===== src/verilog/fbg_defines.vh =====
`ifndef FBG_DEFINES_VH
`define FBG_DEFINES_VH
// Register byte offsets
`define FBG_REG_CONFIG 8'h00
`define FBG_REG_SOURCE 8'h04
`define FBG_REG_STATUS 8'h08
`define FBG_REG_LINK 8'h0C
`define FBG_REG_PD_BASE 8'h40
// Config fields: [2:0] write rights, [7:4] process words, [10:8] param words, [21:16] fail time
`define FBG_CFG_RIGHTS_LSB 0
`define FBG_CFG_PWC_LSB 4
`define FBG_CFG_KWC_LSB 8
`define FBG_CFG_FAIL_LSB 16
`define FBG_CFG_RESET 32'h00010421
// Source fields: [7:0] control word source, [15:8] setpoint source
`define FBG_SRC_RESET 32'h00003513
// Write-rights values
`define FBG_RIGHTS_PANEL 3'h1
`define FBG_RIGHTS_TECH 3'h3
`define FBG_RIGHTS_BUS 3'h4
// Source selection values
`define FBG_SRC_CTRL_BUS 8'h34
`define FBG_SRC_SETP_BUS 8'h35
// Setpoint scaling: 4000H is full speed
`define FBG_SETP_FULL 16'h4000
// Control word fields
`define FBG_CW_INVERT_BIT 5
`define FBG_CW_REMOTE_BIT 10
// Timing
`define FBG_CLK_MHZ 250
`define FBG_FAIL_UNIT_MS 1500
`define FBG_MAX_FAIL_S 32
`endif


===== src/verilog/fbg_pd_ram.v =====
`timescale 1ns/1ps
// ==========================================
// Dual-port process data store, registered read
module fbg_pd_ram #(
  parameter AW = 4,
  parameter DW = 16
) (
  input wire aclk,
  input wire we,
  input wire [AW-1:0] waddr,
  input wire [DW-1:0] wdata,
  input wire [AW-1:0] raddr,
  output reg [DW-1:0] rdata
);
  reg [DW-1:0] mem [0:(1<<AW)-1];
  always @(posedge aclk) begin
    if (we) begin
      mem[waddr] <= wdata;
    end
    rdata <= mem[raddr];
  end
endmodule


===== src/verilog/fbg_gate.v =====
`timescale 1ns/1ps
`include "fbg_defines.vh"
// Behaviour
// - write rights select panel, tech board, bus
// - bus parameter writes refused without bus rights
// - word counts map to layout types one-five
// - announced master type overrides, settings kept
// - master watchdog value enables response monitoring
// - watchdog expiry freezes process data writes
// - zero control word dropped, alarm raised
// - alarm after watchdog plus fail time times 1.5s
// - host supervision follows fail time setting
// - tech board present disables host bus supervision
// - setpoint 4000H means full speed
// - sources 52 and 53 take bus words
// - fail time zero or above 32 off, else 1.5s units
// - control word bit five inverted to drive
module fbg_gate #(
  parameter WD_UNIT_CYCLES = 2500,
  parameter FAIL_UNIT_CYCLES = `FBG_CLK_MHZ * `FBG_FAIL_UNIT_MS * 1000,
  parameter PD_WORDS = 10
) (
  input wire aclk,
  input wire aresetn,
  input wire [7:0] s_axi_awaddr,
  input wire s_axi_awvalid,
  output reg s_axi_awready,
  input wire [31:0] s_axi_wdata,
  input wire [3:0] s_axi_wstrb,
  input wire s_axi_wvalid,
  output reg s_axi_wready,
  output reg [1:0] s_axi_bresp,
  output reg s_axi_bvalid,
  input wire s_axi_bready,
  input wire [7:0] s_axi_araddr,
  input wire s_axi_arvalid,
  output reg s_axi_arready,
  output reg [31:0] s_axi_rdata,
  output reg [1:0] s_axi_rresp,
  output reg s_axi_rvalid,
  input wire s_axi_rready,
  input wire link_setup,
  input wire [15:0] link_watchdog,
  input wire link_type_valid,
  input wire [2:0] link_type,
  input wire tel_valid,
  input wire tel_last,
  input wire [15:0] tel_word,
  input wire tel_param_write,
  input wire tech_board_present,
  output reg param_write_accept,
  output reg param_write_reject,
  output reg [2:0] telegram_layout_type,
  output reg config_error,
  output reg bus_alarm,
  output reg wd_expired,
  output reg host_supervise,
  output reg [15:0] drive_control_word,
  output reg [15:0] drive_setpoint,
  output reg [7:0] drive_setpoint_pct
);
  localparam ST_IDLE = 2'h0;
  localparam ST_RECV = 2'h1;
  localparam ST_COPY = 2'h2;
  localparam ST_DROP = 2'h3;

  // ==========================================
  // Helpers
  function [2:0] fbg_layout;
    input [3:0] pwc;
    input [2:0] kwc;
    begin
      case ({pwc, kwc})
        {4'h2, 3'h4}: fbg_layout = 3'h1;
        {4'h6, 3'h4}: fbg_layout = 3'h2;
        {4'h2, 3'h0}: fbg_layout = 3'h3;
        {4'h6, 3'h0}: fbg_layout = 3'h4;
        {4'hA, 3'h4}: fbg_layout = 3'h5;
        default: fbg_layout = 3'h0;
      endcase
    end
  endfunction

  function [3:0] fbg_words;
    input [2:0] lt;
    begin
      case (lt)
        3'h1, 3'h3: fbg_words = 4'h2;
        3'h2, 3'h4: fbg_words = 4'h6;
        3'h5: fbg_words = 4'hA;
        default: fbg_words = 4'h0;
      endcase
    end
  endfunction

  // ==========================================
  // Register bus
  reg [31:0] cfg;
  reg [31:0] src;
  reg [7:0] aw_addr;
  reg aw_held;
  reg [31:0] w_data;
  reg [3:0] w_strb;
  reg w_held;
  reg rd_pend;
  reg rd_ram;
  reg [31:0] rd_val;
  reg [15:0] wd_value;
  reg wd_active;
  wire [15:0] ram_rdata;
  wire [7:0] ar_off = s_axi_araddr - `FBG_REG_PD_BASE;
  wire ar_is_pd = (s_axi_araddr >= `FBG_REG_PD_BASE) && (ar_off[7:2] < PD_WORDS);

  wire [2:0] rights = cfg[`FBG_CFG_RIGHTS_LSB +: 3];
  wire [3:0] pwc = cfg[`FBG_CFG_PWC_LSB +: 4];
  wire [2:0] kwc = cfg[`FBG_CFG_KWC_LSB +: 3];
  wire [5:0] fail_time = cfg[`FBG_CFG_FAIL_LSB +: 6];
  wire [2:0] cfg_layout = fbg_layout(pwc, kwc);

  integer i;
  always @(posedge aclk) begin
    if (!aresetn) begin
      s_axi_awready <= 1'b0;
      s_axi_wready <= 1'b0;
      s_axi_bvalid <= 1'b0;
      s_axi_bresp <= 2'h0;
      s_axi_arready <= 1'b0;
      s_axi_rvalid <= 1'b0;
      s_axi_rresp <= 2'h0;
      s_axi_rdata <= 32'h00000000;
      aw_held <= 1'b0;
      w_held <= 1'b0;
      aw_addr <= 8'h00;
      w_data <= 32'h00000000;
      w_strb <= 4'h0;
      cfg <= `FBG_CFG_RESET;
      src <= `FBG_SRC_RESET;
      rd_pend <= 1'b0;
      rd_ram <= 1'b0;
      rd_val <= 32'h00000000;
    end else begin
      s_axi_awready <= !aw_held && !s_axi_awready && !s_axi_bvalid;
      s_axi_wready <= !w_held && !s_axi_wready && !s_axi_bvalid;
      if (s_axi_awvalid && s_axi_awready) begin
        aw_held <= 1'b1;
        aw_addr <= s_axi_awaddr;
        s_axi_awready <= 1'b0;
      end
      if (s_axi_wvalid && s_axi_wready) begin
        w_held <= 1'b1;
        w_data <= s_axi_wdata;
        w_strb <= s_axi_wstrb;
        s_axi_wready <= 1'b0;
      end
      if (aw_held && w_held && !s_axi_bvalid) begin
        aw_held <= 1'b0;
        w_held <= 1'b0;
        s_axi_bvalid <= 1'b1;
        s_axi_bresp <= 2'h0;
        if (aw_addr == `FBG_REG_CONFIG) begin
          for (i = 0; i < 4; i = i + 1) begin
            if (w_strb[i]) begin
              cfg[i*8 +: 8] <= w_data[i*8 +: 8];
            end
          end
        end else if (aw_addr == `FBG_REG_SOURCE) begin
          for (i = 0; i < 2; i = i + 1) begin
            if (w_strb[i]) begin
              src[i*8 +: 8] <= w_data[i*8 +: 8];
            end
          end
        end else if (aw_addr != `FBG_REG_STATUS && aw_addr != `FBG_REG_LINK) begin
          s_axi_bresp <= 2'h2;
        end
      end
      if (s_axi_bvalid && s_axi_bready) begin
        s_axi_bvalid <= 1'b0;
      end
      s_axi_arready <= !s_axi_arready && !rd_pend && !s_axi_rvalid;
      if (s_axi_arvalid && s_axi_arready) begin
        s_axi_arready <= 1'b0;
        rd_pend <= 1'b1;
        rd_ram <= ar_is_pd;
        s_axi_rresp <= 2'h0;
        case (s_axi_araddr)
          `FBG_REG_CONFIG: rd_val <= cfg;
          `FBG_REG_SOURCE: rd_val <= {16'h0000, src[15:0]};
          `FBG_REG_STATUS: rd_val <= {24'h000000, wd_active, wd_expired, config_error,
                                      bus_alarm, host_supervise, telegram_layout_type};
          `FBG_REG_LINK: rd_val <= {16'h0000, wd_value};
          default: begin
            rd_val <= 32'h00000000;
            if (!ar_is_pd) begin
              s_axi_rresp <= 2'h2;
            end
          end
        endcase
      end
      // One extra cycle so the RAM's registered output is ready
      if (rd_pend && !rd_ram) begin
        rd_pend <= 1'b0;
        s_axi_rvalid <= 1'b1;
        s_axi_rdata <= rd_val;
      end else if (rd_pend && rd_ram) begin
        rd_ram <= 1'b0;
        rd_val <= {16'h0000, ram_rdata};
      end
      if (s_axi_rvalid && s_axi_rready) begin
        s_axi_rvalid <= 1'b0;
      end
    end
  end

  // ==========================================
  // Link setup: watchdog and announced type
  reg [2:0] master_layout;
  reg [31:0] wd_cnt;
  reg [31:0] fail_cnt;
  reg [5:0] fail_units;
  reg tel_good;
  wire wd_limit_hit = (wd_cnt + 32'h1) >= ({16'h0000, wd_value} * WD_UNIT_CYCLES);

  always @(posedge aclk) begin
    if (!aresetn) begin
      wd_value <= 16'h0000;
      wd_active <= 1'b0;
      master_layout <= 3'h0;
      telegram_layout_type <= 3'h0;
      config_error <= 1'b0;
      host_supervise <= 1'b0;
      param_write_accept <= 1'b0;
      param_write_reject <= 1'b0;
    end else begin
      if (link_setup) begin
        wd_value <= link_watchdog;
        wd_active <= (link_watchdog != 16'h0000);
      end
      if (link_type_valid && fbg_words(link_type) != 4'h0) begin
        master_layout <= link_type;
      end
      // Master's announced type wins; cfg fields stay untouched
      telegram_layout_type <= (master_layout != 3'h0) ? master_layout : cfg_layout;
      config_error <= (cfg_layout == 3'h0) && (master_layout == 3'h0);
      host_supervise <= (fail_time != 6'h00) && (fail_time <= `FBG_MAX_FAIL_S) && wd_active
                        && !tech_board_present;
      param_write_accept <= tel_param_write && (rights == `FBG_RIGHTS_BUS);
      param_write_reject <= tel_param_write && (rights != `FBG_RIGHTS_BUS);
    end
  end

  // ==========================================
  // Response watchdog and failure alarm
  always @(posedge aclk) begin
    if (!aresetn) begin
      wd_cnt <= 32'h00000000;
      wd_expired <= 1'b0;
      fail_cnt <= 32'h00000000;
      fail_units <= 6'h00;
    end else if (!wd_active || tel_good || link_setup) begin
      wd_cnt <= 32'h00000000;
      wd_expired <= 1'b0;
      fail_cnt <= 32'h00000000;
      fail_units <= 6'h00;
    end else if (!wd_expired) begin
      wd_cnt <= wd_cnt + 32'h1;
      if (wd_limit_hit) begin
        wd_expired <= 1'b1;
      end
    end else if (fail_units < fail_time) begin
      // Extra 1.5 s per fail-time unit after the watchdog lapses
      if (fail_cnt + 32'h1 >= FAIL_UNIT_CYCLES) begin
        fail_cnt <= 32'h00000000;
        fail_units <= fail_units + 6'h1;
      end else begin
        fail_cnt <= fail_cnt + 32'h1;
      end
    end
  end

  wire fail_alarm = wd_expired && (fail_units >= fail_time) && host_supervise;

  // ==========================================
  // Telegram reception
  reg [1:0] state;
  reg [3:0] widx;
  reg [15:0] first_word;
  reg [15:0] second_word;
  wire [22:0] sp_prod = {7'h00, second_word} * 23'h000064;
  reg zero_alarm;
  wire ram_we = tel_valid && (state != ST_DROP) && !wd_expired && (widx < PD_WORDS);

  always @(posedge aclk) begin
    if (!aresetn) begin
      state <= ST_IDLE;
      widx <= 4'h0;
      first_word <= 16'h0000;
      second_word <= 16'h0000;
      tel_good <= 1'b0;
      zero_alarm <= 1'b0;
      bus_alarm <= 1'b0;
      drive_control_word <= 16'h0000;
      drive_setpoint <= 16'h0000;
      drive_setpoint_pct <= 8'h00;
    end else begin
      tel_good <= 1'b0;
      bus_alarm <= zero_alarm || fail_alarm;
      case (state)
        ST_IDLE: begin
          if (tel_valid) begin
            widx <= 4'h1;
            first_word <= tel_word;
            if (tel_word == 16'h0000) begin
              state <= tel_last ? ST_IDLE : ST_DROP;
              zero_alarm <= 1'b1;
            end else begin
              state <= tel_last ? ST_COPY : ST_RECV;
              zero_alarm <= 1'b0;
            end
          end
        end
        ST_RECV: begin
          if (tel_valid) begin
            widx <= widx + 4'h1;
            second_word <= (widx == 4'h1) ? tel_word : second_word;
            if (tel_last) begin
              state <= ST_COPY;
            end
          end
        end
        ST_COPY: begin
          tel_good <= 1'b1;
          state <= ST_IDLE;
          if (!wd_expired && first_word[`FBG_CW_REMOTE_BIT]) begin
            if (src[7:0] == `FBG_SRC_CTRL_BUS) begin
              drive_control_word <= first_word ^ (16'h1 << `FBG_CW_INVERT_BIT);
            end
            if (src[15:8] == `FBG_SRC_SETP_BUS) begin
              drive_setpoint <= second_word;
              drive_setpoint_pct <= (second_word >= `FBG_SETP_FULL) ? 8'h64 : sp_prod[21:14];
            end
          end
        end
        ST_DROP: begin
          if (tel_valid && tel_last) begin
            state <= ST_IDLE;
          end
        end
        default: state <= ST_IDLE;
      endcase
    end
  end

  // Zero control words never reach RAM; later words of that set are dropped too
  fbg_pd_ram #(.AW(4), .DW(16)) u_ram (
    .aclk(aclk),
    .we(ram_we && !(state == ST_IDLE && tel_word == 16'h0000)),
    .waddr((state == ST_IDLE) ? 4'h0 : widx),
    .wdata(tel_word),
    .raddr(ar_off[5:2]),
    .rdata(ram_rdata)
  );
endmodule


===== config.mk =====
export PLATFORM = sky130hd
export DESIGN_NAME = fbg_gate
export DESIGN_NICKNAME = d
export VERILOG_FILES = /design/src/verilog/fbg_pd_ram.v /design/src/verilog/fbg_gate.v
export VERILOG_INCLUDE_DIRS = /design/src /design/src/verilog
export SDC_FILE = /design/constraint.sdc
export NUM_CORES = 1
export LEC_CHECK = 0
export BUFFER_PORTS_ARGS = -buffer_cell sky130_fd_sc_hd__buf_2
export CAP_MARGIN = 0
export CELL_PAD_IN_SITES_DETAIL_PLACEMENT = 0
export CELL_PAD_IN_SITES_GLOBAL_PLACEMENT = 1
export CORE_MARGIN = 2
export CORE_UTILIZATION = 52
export CTS_CLUSTER_SIZE = 40
export DETAILED_ROUTE_END_ITERATION = 16
export GPL_ROUTABILITY_DRIVEN = 0
export PLACE_DENSITY_LB_ADDON = 0.15
export SETUP_SLACK_MARGIN = 0.5
export SYNTH_ARGS = -nofsm -noshare
export SYNTH_HDL_FRONTEND = slang
export SYNTH_SLANG_ARGS = --single-unit
export TNS_END_PERCENT = 5

===== constraint.sdc =====
create_clock -name aclk -period 9.9 [get_ports aclk]
set_input_delay 0 -clock aclk [delete_from_list [all_inputs] [get_ports aclk]]
set_output_delay 0 -clock aclk [all_outputs]
set_load 0.005 [all_outputs]

==> impl_metrics.yaml <==
yosys:
  seq_area_frac_synth: 0.503
  async_flop_share: 0
  synth_top_family_by_area: "simple AND/OR/NAND/NOR gates"
  synthAdderAreaFrac: 0.0978
  ys_warn_count: 0
  mappedNetlistArea_sq_um: 29700
  synth_edf_count: 256
  synth.avg_cell_area_sq_um: 11.0
  yosysUniqueCellTypes: 73
  synth-simple-area-share: 0.140
  synthFlopType: "dfxtp_1"
  syn_inst: 2691
  ys_seq_elements: 618
  synthMuxAreaShare: 0.0897
  synthXorXnorAreaFrac: 0.0269
  synth_compound_area_frac: 0.100
floorplan:
  io-pin-count: 190
  core_sq_um: 56400
  fp.dieH_microns: 243
  die_area_sq_um: 59000
  die_x_microns: 243
  row_count: 87
  initial_utilization: 0.526
sta:
  setup-violations-final: 0
  worst_pin_slew_ns: 1.25
  clock_skew_ns: 0.0250
  rsz0062_at_grt: "false"
  max_freq_mhz: 167
  fin_tns_setup_ns: 0
  hold_violations: 0
  drv_slew: 0
  fin_crit_ns: 5.97
  slew_headroom: 0.165
  fin_crit_sh: 0.603
flow_run:
  drv_cap: 0
clock_network:
  h-tree-depth: 3
  clk_latency_ns: 0.62
  clk_pin_slew_ns: 0.06
  clockBufferDepth: 3
  cts.sinks: 618
  cts_buffers: 68
  cts-root-buf: "clkbuf_16"
  tritoncts: "built"
detailed_routing:
  postRouteAntennaNets: 0
  avgViaCountPerCell: 5.55
  drtPass1Iterations: 5
  vias: 21400
  wl_per_cell_microns: 19.1
  drc: 0
  drt_iter0_drc: 1396
  routed_wl_mm: 73.8
power:
  p_leak_uw: 0.0143
  powerDensity_nw_per_um2: 168
  peakVddDrop_mv: 0.212
worst_setup_path:
  cp-endpoint: "wd_expired"
  rrSetupSlack_ns: 3.93
  cp.arrival_ns: 6.51
  rr_worst_depth: 25
  r2r_end: "wd_expired"
  cp-end-kind: "flip-flop"
  worstPathMaxFanout: 5
  cp-startpoint: "wd_value[5]"
  worstPathRequired_ns: 10.44
  critPathKind: "reg -> reg"
  cp-start-kind: "flip-flop"
  reg2reg_from: "wd_value[5]"
global_route:
  grt_overflow: 0
  grt_max_degree: 130
  track_usage: 0.250
  grt_pass1_wl_mm: 116
  antenna_found_initial: 5
  grt_pass1_vias: 21400
finish:
  final_common_cell: "nand2_1"
  final_nets: 3356
  area_growth_pct: 18.5
  final_core_util: 0.624
  mostFrequentLayoutCells: "nand2_1 (380), dfxtp_1 (362), edfxtp_1 (256)"
  drive_gt1_frac: 0.140
hold_path:
  hp-class: "in -> reg"
run_status:
  status: "finished clean"
place:
  io_buffers: 187
  dp_hpwl_mm: 50.0
[power by group]
| part | total (uW) | leakage (uW) | switching [uW] | internal (uW) |
|---|---|---|---|---|
| clock | 2550 | 0.00109 | 1070 | 1480 |
| combinational | 602 | 0.00785 | 329 | 273 |
| sequential | 2780 | 0.00532 | 46.8 | 2730 |
| total | 5920 | 0.0143 | 1440 | 4480 |
[critical path: stages (launching register included)]
cell and delay [ns]:
dfxtp_1 0.45, inv_1 0.16, fa_1 0.55, inv_1 0.05, ha_1 0.32, fa_1 0.49
ha_1 0.28, inv_1 0.05, fa_1 0.49, inv_1 0.04, ha_1 0.23, or3_1 0.40
o211ai_1 0.22, and3_1 0.23, nor3_1 0.09, a21o_1 0.19, a21oi_1 0.17, xor2_1 0.09
ha_1 0.32, nand4_1 0.11, a211oi_1 0.24, o31ai_1 0.13, nand3_1 0.11, a31oi_1 0.05
or2_2 0.31, a31oi_1 0.15
[cells in the mapped netlist, drive strengths merged, types with 17 or more instances]
cell type    n  area [sq um]
a21boi     139          1040
a21oi       51           259
dfxtp      362          7250
xor2        39           342
o211a       19           190
nand3      106           531
ha         160          2000
inv        181           679
nor4        27           203
nand4       30           203
a22oi       33           248
or3         17           106
xnor2       52           455
nand2b      18           113
nor3        33           165
and3        29           186
a31oi       27           169
nor2b       60           375
clkbuf     117           442
and2        17           106
o21ai       63           315
a22o        26           228
nor2       120           450
nand2      380          1430
buf         26           121
fa          45           901
edfxtp     256          7690
mux2i       58           581
mux4        88          1980
[final cells by class]
class                   count  area (sq um)
multi-input cells        1846         13900
clock inverters            21           310
well taps                 756           946
clock buffers             101          1970
flip-flops and latches    618         14900
diodes                      2          5.00
fillers                  4621         21200
inverters                 181           679
repair buffers            336          2390
[flip-flops by register name (all words and copies together) (netlist names), 32 cells and up]
signal and count:
u_ram.mem 256, cfg 32, fail_cnt 32, rd_val 32, s_axi_rdata 32, w_data 32
wd_cnt 32
[layer usage]
metal | global-route usage | vias up | wire length, microns
li1 | - | 10200 | -
met1 | 0.314 | 10500 | 30700
met2 | 0.431 | 596 | 36200
met3 | 0.0550 | 135 | 4690
met4 | 0.0812 | 6 | 2170
met5 | 0 | - | 41
[logic make-up after synthesis]
group,count (synthesis)
AOI/OAI and AO/OA,422
adders and majority gates,205
xor gates and xnor gates,91
and+or+nand+nor,875
buffers and inverters,324
DFF,618
other,1
muxes,155
[worst min-delay path by stage]
stage | from | to | slack, ns | cells past startpoint
3_5_place_dp | tech_board_present | host_supervise | 0.21 | 2
6_report | s_axi_wvalid | w_data[25] | 0.08 | 5
2_1_floorplan | tech_board_present | host_supervise | 0.08 | 1
3_3_place_gp | tech_board_present | host_supervise | 0.21 | 2
4_1_cts | s_axi_wvalid | w_data[3] | 0.06 | 5
5_1_grt | s_axi_wvalid | w_data[25] | 0.1 | 5
[stage by stage]
stage | area [sq um] | power [uW] | instances | setup slack [ns] | hold WS [ns]
after global placement | 31600 | 3370 | 3609 | 4.04 | 0.209
after CTS | 35200 | 5970 | 3859 | 3.91 | 0.0608
after detailed placement | 31600 | 3390 | 3609 | 3.95 | 0.208
after floorplan | 30000 | 3210 | 2788 | 4.46 | 0.0774
after global routing | 35200 | 6150 | 3859 | 3.48 | 0.0998
final | 35200 | 5920 | 3861 | 3.93 | 0.0850
[what timing repair did]
item | 4_1_cts | 5_1_grt
endpoints found under the hold margin | 381 | 0
gates resized for setup | 0 | 0
hold buffers | 128 | 0
setup buffers | 0 | 0
(Power assumes the default switching activity.)
